`src/common/arf_regs.vh`:
```
// Summary of operation
// - Only last-result read clears data-ready
// - Data-ready rises only when result stored
// - Enabled channel end stores both results, data-ready
// - Enabled channel end with data-ready sets general overrun
// - Status read clears general overrun unless new
// - Channel read never blocks general overrun
// - Channel disable blocks both overruns for that channel's end
// - Channel or last read clears its end flag
// - Status read clears channel overrun despite end on cleared end flag
// - Channel read clears only its own flag
// - No end flag for channel disabled mid-conversion
// - Sleep selected, then start: sleep after conversion
`ifndef ARF_REGS_VH
`define ARF_REGS_VH
// ==========================================================
// Register offsets (byte addresses)
`define ARF_CR_OFF    12'h000
`define ARF_MR_OFF    12'h004
`define ARF_CHER_OFF  12'h010
`define ARF_CHDR_OFF  12'h014
`define ARF_CHSR_OFF  12'h018
`define ARF_SR_OFF    12'h01c
`define ARF_LAST_OFF  12'h020
`define ARF_IER_OFF   12'h024
`define ARF_IMR_OFF   12'h02c
`define ARF_CHRES0_OFF 12'h030
// ==========================================================
// Field positions
`define ARF_CR_START  1
`define ARF_MR_SLEEP  5
`define ARF_SR_OVR    8
`define ARF_SR_READY  16
`define ARF_SR_GOVR   17
`define ARF_SR_SLEEPING 18
// ==========================================================
// Sizes and reset values
`define ARF_NCH       8
`define ARF_DW        10
`define ARF_MR_RST    32'h0000_0000
`define ARF_IMR_RST   18'h00000
`endif

```
`src/hdl/arf_chan_slot.v`:
```
`include "arf_regs.vh"
// ==========================================================
// Per-channel result, end flag and overrun flag
module arf_chan_slot (
  // Clock and reset
  input  wire                 pclk,
  input  wire                 presetn,
  // Events
  input  wire                 store,
  input  wire [`ARF_DW-1:0]   data_in,
  input  wire                 rd_clear,
  input  wire                 sr_read,
  // State
  output reg  [`ARF_DW-1:0]   result_reg,
  output reg                  eoc_reg,
  output reg                  ovr_reg
);
  // Result store and flag update; set wins over clear
  always @(posedge pclk or negedge presetn) begin
    if (!presetn) begin
      result_reg <= {`ARF_DW{1'b0}};
      eoc_reg    <= 1'b0;
      ovr_reg    <= 1'b0;
    end else begin
      if (store)
        result_reg <= data_in;
      if (store)
        eoc_reg <= 1'b1;
      else if (rd_clear)
        eoc_reg <= 1'b0;
      if (store && eoc_reg)
        ovr_reg <= 1'b1;
      else if (sr_read)
        ovr_reg <= 1'b0;
    end
  end
endmodule

```
`src/hdl/arf_flag_logic.v`:
```
`include "arf_regs.vh"
// ==========================================================
// Converter result and status flag logic, APB slave
module arf_flag_logic (
  // Clock and reset
  input  wire                 pclk,
  input  wire                 presetn,
  // APB
  input  wire                 psel,
  input  wire                 penable,
  input  wire                 pwrite,
  input  wire [11:0]          paddr,
  input  wire [31:0]          pwdata,
  output reg  [31:0]          prdata,
  output reg                  pready,
  output reg                  pslverr,
  // Conversion core
  input  wire                 conv_done,
  input  wire [2:0]           conv_chan,
  input  wire [`ARF_DW-1:0]   conv_data,
  output reg                  conv_start,
  output reg  [`ARF_NCH-1:0]  chan_enable,
  output reg                  core_sleep,
  // Interrupt
  output reg                  irq
);
  // ==========================================================
  // Decoding helpers
  function is_chres;
    input [11:0] a;
    begin
      is_chres = (a >= `ARF_CHRES0_OFF) && (a < `ARF_CHRES0_OFF + 12'h020) && (a[1:0] == 2'b00);
    end
  endfunction

  wire                 acc      = psel && penable && pready;
  wire                 wr       = acc && pwrite;
  wire                 rd       = acc && !pwrite;
  wire                 sr_rd    = rd && (paddr == `ARF_SR_OFF);
  wire                 last_rd  = rd && (paddr == `ARF_LAST_OFF);
  wire                 chres_rd = rd && is_chres(paddr);
  // Channel index counted from the first channel result offset, not from address zero
  wire [11:0]          res_off  = paddr - `ARF_CHRES0_OFF;
  wire [2:0]           res_ch   = res_off[4:2];

  reg                  ready_reg;
  reg                  govr_reg;
  reg                  mr_sleep_reg;
  reg                  armed_reg;
  reg  [2:0]           last_ch_reg;
  reg  [`ARF_DW-1:0]   last_data_reg;
  reg  [17:0]          imr_reg;
  reg  [`ARF_NCH-1:0]  chan_next;
  reg                  sleep_next;
  wire [`ARF_NCH-1:0]  eoc;
  wire [`ARF_NCH-1:0]  ovr;
  wire [`ARF_DW-1:0]   res [0:`ARF_NCH-1];
  wire [`ARF_NCH-1:0]  rd_clr;

  // Result stored only for a channel still enabled
  wire                 stored = conv_done && chan_enable[conv_chan];
  wire [17:0]          status = {govr_reg, ready_reg, ovr, eoc};

  // ==========================================================
  // Channel slots
  genvar g;
  generate
    for (g = 0; g < `ARF_NCH; g = g + 1) begin : gen_ch
      assign rd_clr[g] = (chres_rd && res_ch == g) || (last_rd && last_ch_reg == g);
      arf_chan_slot u_slot (
        .pclk       (pclk),
        .presetn    (presetn),
        .store      (stored && conv_chan == g),
        .data_in    (conv_data),
        .rd_clear   (rd_clr[g]),
        .sr_read    (sr_rd),
        .result_reg (res[g]),
        .eoc_reg    (eoc[g]),
        .ovr_reg    (ovr[g])
      );
    end
  endgenerate

  // Channel enable next value from enable/disable writes
  always @* begin
    chan_next = chan_enable;
    if (wr && paddr == `ARF_CHER_OFF)
      chan_next = chan_enable | pwdata[`ARF_NCH-1:0];
    if (wr && paddr == `ARF_CHDR_OFF)
      chan_next = chan_next & ~pwdata[`ARF_NCH-1:0];
  end

  // Sleep next value
  always @* begin
    sleep_next = core_sleep;
    if (!mr_sleep_reg)
      sleep_next = 1'b0;
    else if (armed_reg && stored)
      sleep_next = 1'b1;
  end

  // ==========================================================
  // Global flags, last result, control registers
  always @(posedge pclk or negedge presetn) begin
    if (!presetn) begin
      ready_reg     <= 1'b0;
      govr_reg      <= 1'b0;
      last_ch_reg   <= 3'h0;
      last_data_reg <= {`ARF_DW{1'b0}};
      mr_sleep_reg  <= 1'b0;
      armed_reg     <= 1'b0;
      imr_reg       <= `ARF_IMR_RST;
      chan_enable   <= {`ARF_NCH{1'b0}};
      core_sleep    <= 1'b0;
      conv_start    <= 1'b0;
    end else begin
      // Data-ready: set on store wins; cleared only by last-result read
      if (stored) begin
        ready_reg     <= 1'b1;
        last_data_reg <= conv_data;
        last_ch_reg   <= conv_chan;
      end else if (last_rd)
        ready_reg <= 1'b0;
      // General overrun: set on store with data-ready wins; cleared by status read
      if (stored && ready_reg)
        govr_reg <= 1'b1;
      else if (sr_rd)
        govr_reg <= 1'b0;
      chan_enable <= chan_next;
      conv_start  <= wr && (paddr == `ARF_CR_OFF) && pwdata[`ARF_CR_START];
      if (wr && paddr == `ARF_MR_OFF)
        mr_sleep_reg <= pwdata[`ARF_MR_SLEEP];
      // Sleep armed by a start while sleep is selected
      if (!mr_sleep_reg)
        armed_reg <= 1'b0;
      else if (wr && paddr == `ARF_CR_OFF && pwdata[`ARF_CR_START])
        armed_reg <= 1'b1;
      else if (stored)
        armed_reg <= 1'b0;
      core_sleep <= sleep_next;
      if (wr && paddr == `ARF_IER_OFF)
        imr_reg <= pwdata[17:0];
    end
  end

  // ==========================================================
  // APB answer: no wait state, registered read data
  always @(posedge pclk or negedge presetn) begin
    if (!presetn) begin
      pready  <= 1'b0;
      pslverr <= 1'b0;
      prdata  <= 32'h0000_0000;
      irq     <= 1'b0;
    end else begin
      pready  <= psel && !penable;
      pslverr <= 1'b0;
      irq     <= |(status & imr_reg);
      if (psel && !penable && !pwrite) begin
        case (paddr)
          `ARF_MR_OFF:   prdata <= {26'h0, mr_sleep_reg, 5'h00};
          `ARF_CHSR_OFF: prdata <= {24'h0, chan_enable};
          `ARF_SR_OFF:   prdata <= {13'h0, core_sleep, status};
          `ARF_LAST_OFF: prdata <= {22'h0, last_data_reg};
          `ARF_IMR_OFF:  prdata <= {14'h0, imr_reg};
          default:       prdata <= is_chres(paddr) ? {22'h0, res[res_ch]} : 32'h0000_0000;
        endcase
      end
    end
  end
endmodule

```
`config.mk`:
```
export PLATFORM = sky130hd
export DESIGN_NAME = arf_flag_logic
export DESIGN_NICKNAME = d
export VERILOG_FILES = /design/src/hdl/arf_chan_slot.v /design/src/hdl/arf_flag_logic.v
export VERILOG_INCLUDE_DIRS = /design/src /design/src/common
export SDC_FILE = /design/constraint.sdc
export NUM_CORES = 1
export LEC_CHECK = 0
export ABC_AREA = 1
export BUFFER_PORTS_ARGS = -buffer_cell sky130_fd_sc_hd__buf_4
export CAP_MARGIN = 20
export CORE_ASPECT_RATIO = 0.7
export CORE_MARGIN = 1.5
export CORE_UTILIZATION = 45
export CTS_CLUSTER_DIAMETER = 60
export DETAILED_ROUTE_END_ITERATION = 12
export PLACE_DENSITY_LB_ADDON = 0.2
export SYNTH_ARGS = -nofsm -noshare
export SYNTH_HDL_FRONTEND = slang
export SYNTH_SLANG_ARGS = --single-unit
```
`constraint.sdc`:
```
create_clock -name pclk -period 2.7 [get_ports pclk]
set_input_delay 0 -clock pclk [delete_from_list [all_inputs] [get_ports pclk]]
set_output_delay 0 -clock pclk [all_outputs]
set_load 0.01 [all_outputs]
```
==> report_table.html <==
<table>
<tr><th>Metric</th><th>Value</th></tr>
<tr><th colspan="2">Power</th></tr>
<tr><td>Total internal power</td><td>4610 uW</td></tr>
<tr><td>Switching component of the power</td><td>1750 uW</td></tr>
<tr><td>Clock power share</td><td>39.4%</td></tr>
<tr><td>Net switching share of the total power</td><td>27.5%</td></tr>
<tr><td>Seq pwr share</td><td>46.4%</td></tr>
<tr><td>Combinational power share</td><td>14.2%</td></tr>
<tr><td>P_leak</td><td>0.00532 uW</td></tr>
<tr><td>Power per cell area</td><td>634 nW/um^2</td></tr>
<tr><td>Worst VDD drop</td><td>330 uV</td></tr>
<tr><th colspan="2">Synth</th></tr>
<tr><td>Share of flip-flops with an asynchronous set or reset</td><td>100%</td></tr>
<tr><td>Count of yosys warnings during synthesis</td><td>0</td></tr>
<tr><td>Synthesis-stage register bit count</td><td>162</td></tr>
<tr><td>Number of enable flip-flop cells after synthesis</td><td>0</td></tr>
<tr><td>Top_reg_cell synth</td><td>sky130_fd_sc_hd__dfrtp_1</td></tr>
<tr><td>Post-synth design cell area</td><td>8350 um^2</td></tr>
<tr><td>Post-synthesis sequential area ratio</td><td>48.6%</td></tr>
<tr><td>Post-synthesis cell count</td><td>1108</td></tr>
<tr><td>Post-synthesis average cell area</td><td>7.53 um^2</td></tr>
<tr><td>Unique masters post-synth</td><td>37</td></tr>
<tr><th colspan="2">Timing</th></tr>
<tr><td>Hold Fails Final Rpt</td><td>4</td></tr>
<tr><td>Setup-violating endpoint count in the final report</td><td>0</td></tr>
<tr><td>Final TNS setup</td><td>0 ns</td></tr>
<tr><td>Transition time of the tightest slew-check pin</td><td>0.674 ns</td></tr>
<tr><td>Slew headroom</td><td>54.9%</td></tr>
<tr><td>RSZ-0062 raised after global routing</td><td>no</td></tr>
<tr><td>Number of pins with negative max-slew slack in the final report</td><td>0</td></tr>
<tr><td>Highest Clock Rate</td><td>499 MHz</td></tr>
<tr><td>Worst clock skew</td><td>0.00914 ns</td></tr>
<tr><td>Clock period minus worst slack</td><td>2.00 ns</td></tr>
<tr><td>Portion of the clock cycle consumed by the worst path in the final layout</td><td>74.2%</td></tr>
<tr><td>Hold Slack</td><td>-0.00498 ns</td></tr>
<tr><th colspan="2">Detailed routing</th></tr>
<tr><td>Remaining DRCs</td><td>0</td></tr>
<tr><td>WL final</td><td>23600 um</td></tr>
<tr><td>Vias per std cell</td><td>5.09</td></tr>
<tr><td>Average detailed-routed wire length per instance</td><td>16.2 um</td></tr>
<tr><td>Number of routed nets with antenna violations</td><td>0</td></tr>
<tr><td>Number of vias in the routed layout</td><td>7434</td></tr>
<tr><td>Starting DRT DRC Count</td><td>713</td></tr>
<tr><td>First-pass iteration count of the detailed router</td><td>5</td></tr>
<tr><th colspan="2">Global route</th></tr>
<tr><td>Number of global-route vias before repair</td><td>6899</td></tr>
<tr><td>Maximum number of pins on one net before global-route repair</td><td>63</td></tr>
<tr><td>Global-route wire length before repair</td><td>38100 um</td></tr>
<tr><td>Initial antenna violation count</td><td>0</td></tr>
<tr><td>GRT overflow</td><td>0</td></tr>
<tr><td>Overall global routing resource usage</td><td>25.7%</td></tr>
<tr><th colspan="2">Floorplan</th></tr>
<tr><td>Number of rows in the core area</td><td>41</td></tr>
<tr><td>Starting utilization of the core area</td><td>46.1%</td></tr>
<tr><td>Horizontal die dimension</td><td>166 um</td></tr>
<tr><td>Die height</td><td>117 um</td></tr>
<tr><td>Count of pins on the block boundary</td><td>108</td></tr>
<tr><td>Core Footprint</td><td>18100 um^2</td></tr>
<tr><td>Area enclosed by the die boundary</td><td>19400 um^2</td></tr>
<tr><th colspan="2">Clock network</th></tr>
<tr><td>TritonCTS Sinks</td><td>162</td></tr>
<tr><td>Total setup buffers inserted after CTS</td><td>0</td></tr>
<tr><td>Maximum root-to-sink buffer count</td><td>2</td></tr>
<tr><td>Root Buffer</td><td>sky130_fd_sc_hd__clkbuf_16</td></tr>
<tr><td>Clock latency on the worst-skew pair</td><td>0.43 ns</td></tr>
<tr><td>Total CTS buffers</td><td>17</td></tr>
<tr><td>Resize count post-CTS</td><td>0</td></tr>
<tr><td>CTS tree</td><td>built</td></tr>
<tr><td>Clock transition at the register clock pins on the worst setup and hold paths after CTS</td><td>0.06 ns</td></tr>
<tr><td>CTS HTree Levels</td><td>4</td></tr>
<tr><th colspan="2">Finish</th></tr>
<tr><td>Diode count</td><td>0</td></tr>
<tr><td>Share of layout cells above drive strength 1</td><td>15.2%</td></tr>
<tr><td>Max reg flops</td><td>80</td></tr>
<tr><td>Area growth from synthesis to final layout</td><td>20.1%</td></tr>
<tr><td>Sequential Area</td><td>4050 um^2</td></tr>
<tr><td>Fin nets</td><td>1274</td></tr>
<tr><td>Area of the multi-input gates</td><td>3470 um^2</td></tr>
<tr><td>Post-route non-filler standard cell count</td><td>1460</td></tr>
<tr><td>Filler Cells Inserted</td><td>1760</td></tr>
<tr><th colspan="2">Worst setup path</th></tr>
<tr><td>Critical path type</td><td>reg2reg</td></tr>
<tr><td>Largest driver fanout on the critical path</td><td>22</td></tr>
<tr><td>Arrival time of the worst setup path</td><td>2.33 ns</td></tr>
<tr><td>Worst setup SP type</td><td>flip-flop</td></tr>
<tr><td>Crit end category</td><td>flip-flop</td></tr>
<tr><td>Worst EP required</td><td>3.03 ns</td></tr>
<tr><th colspan="2">Run status</th></tr>
<tr><td>Violations in the final reports</td><td>negative hold slack</td></tr>
<tr><td>Outcome</td><td>finished, violations left</td></tr>
<tr><th colspan="2">Job</th></tr>
<tr><td>Max-cap viol count</td><td>0</td></tr>
<tr><th colspan="2">Placement</th></tr>
<tr><td>IO buf count</td><td>79</td></tr>
<tr><td>Routability congestion estimate</td><td>0.996</td></tr>
<tr><td>Number of placed instances, taps included</td><td>1396</td></tr>
<tr><td>DPL Wire Length</td><td>16400 um</td></tr>
<tr><th colspan="2">Worst hold path</th></tr>
<tr><td>Classification of the worst-slack hold path</td><td>in2reg</td></tr>
</table>
==> per-stage QoR <==
| stage | utilization (%) | setup WS (ns) | area, um^2 | total power [uW] |
|---|---|---|---|---|
| 2_1_floorplan | - | 1.22 | 8390 | 3570 |
| 3_3_place_gp | 50.2 | 0.741 | 9090 | 3820 |
| 3_5_place_dp | 50.2 | 0.715 | 9090 | 3860 |
| 4_1_cts | 55.4 | 0.726 | 10000 | 6400 |
| 5_1_grt | 55.4 | 0.476 | 10000 | 6700 |
| 6_report | 55.4 | 0.698 | 10000 | 6360 |
==> critical path: stages (launching register included) <==
cell and delay, ns:
sky130_fd_sc_hd__dfrtp_1 0.49, sky130_fd_sc_hd__nand2_1 0.13, sky130_fd_sc_hd__nand3_1 0.13, sky130_fd_sc_hd__nor2_4 0.06, sky130_fd_sc_hd__nor2_8 0.22, sky130_fd_sc_hd__nand3_2 0.50
sky130_fd_sc_hd__o21ai_0 0.36
==> final cells by class <==
| type | count | area share, % |
|---|---|---|
| Sequential cell | 162 | 40.4 |
| Tap cell | 236 | 2.94 |
| Timing Repair Buffer | 131 | 10.8 |
| Inverter | 137 | 5.13 |
| Clock inverter | 10 | 1.20 |
| Clock buffer | 22 | 4.93 |
| Multi-Input combinational cell | 762 | 34.6 |
==> logic make-up (layout without fill, tap and decap cells) <==
group,count (synthesis),count (layout),share of synthesized area [%]
compound gates,161,161,11.1
buf+inv,197,300,10.4
flops,162,162,48.6
other cells,1,14,0.0449
simple gates,587,587,29.9
==> power groups by stage <==
stage	Clock, uW	Combinational [uW]	Sequential (uW)
finish	2510	902	2950
global route	2660	1060	2990
CTS	2540	909	2950
detailed placement	0	865	2990
global placement	0	843	2980
floorplan	0	639	2930
==> routing by layer <==
metal | vias to the layer above | track usage (%) | part of all wire (%)
met4 | 0 | 7.57 | 1.6
met3 | 31 | 4.81 | 7.5
li1 | 3687 | - | -
met1 | 3451 | 39.8 | 50
met5 | - | 0 | 0
met2 | 265 | 36.3 | 41
==> cell usage after synthesis, drive strengths merged, types with 2 or more instances <==
library cell	count	area [um^2]
inv	134	503
nor3	6	52.6
o22ai	14	87.6
nand2	404	1540
a22o	2	17.5
dfrtp	162	4050
o21ai	125	701
buf	45	298
clkbuf	15	58.8
nand3	85	460
a21oi	15	78.8
clkinv	3	11.3
nor2	73	320
nand4	17	106
==> worst paths after layout <==
check	startpoint	end	slack (ns)	cells past startpoint
max	flip-flop	gen_ch[5].u_slot.result_reg[1]$_DFFE_PN0P_	0.70	6
min	conv_data[0]	gen_ch[1].u_slot.result_reg[0]$_DFFE_PN0P_	-0.005	3
max reg2reg	flip-flop	gen_ch[5].u_slot.result_reg[1]$_DFFE_PN0P_	0.70	6
min reg2reg	gen_ch[0].u_slot.result_reg[1]$_DFFE_PN0P_	gen_ch[0].u_slot.result_reg[1]$_DFFE_PN0P_	0.48	2
max in group asynchronous	presetn	imr_reg[10]$_DFFE_PN0P_	1.81	3
min in group asynchronous	presetn	gen_ch[7].u_slot.result_reg[8]$_DFFE_PN0P_	0.11	2
==> repair_timing <==
action	4_1_cts	5_1_grt
hold buffers	32	0
setup endpoints to repair	0	0
endpoints found under the hold margin	114	0
==> cells in the final DEF, fill, tap and decap left out, types with 8 or more instances in the layout <==
cell type                       netlist  layout
sky130_fd_sc_hd__nand4_1             17      17
sky130_fd_sc_hd__nand3_1             81      81
sky130_fd_sc_hd__o21ai_0             75      75
sky130_fd_sc_hd__buf_4               16      97
sky130_fd_sc_hd__o21ai_2             20      20
sky130_fd_sc_hd__nor2_1              64      64
sky130_fd_sc_hd__dfrtp_1            162     162
sky130_fd_sc_hd__nand2_2             10      10
sky130_fd_sc_hd__dlygate4sd3_1        0      32
sky130_fd_sc_hd__a21oi_1             14      14
sky130_fd_sc_hd__conb_1               1      14
sky130_fd_sc_hd__o22ai_1             14      14
sky130_fd_sc_hd__o21ai_1             30      30
sky130_fd_sc_hd__inv_2                8       8
sky130_fd_sc_hd__inv_1              126     126
sky130_fd_sc_hd__nand2_1            394     394
sky130_fd_sc_hd__clkbuf_16            0      17
No activity file was read; power rests on OpenSTA's default activity.
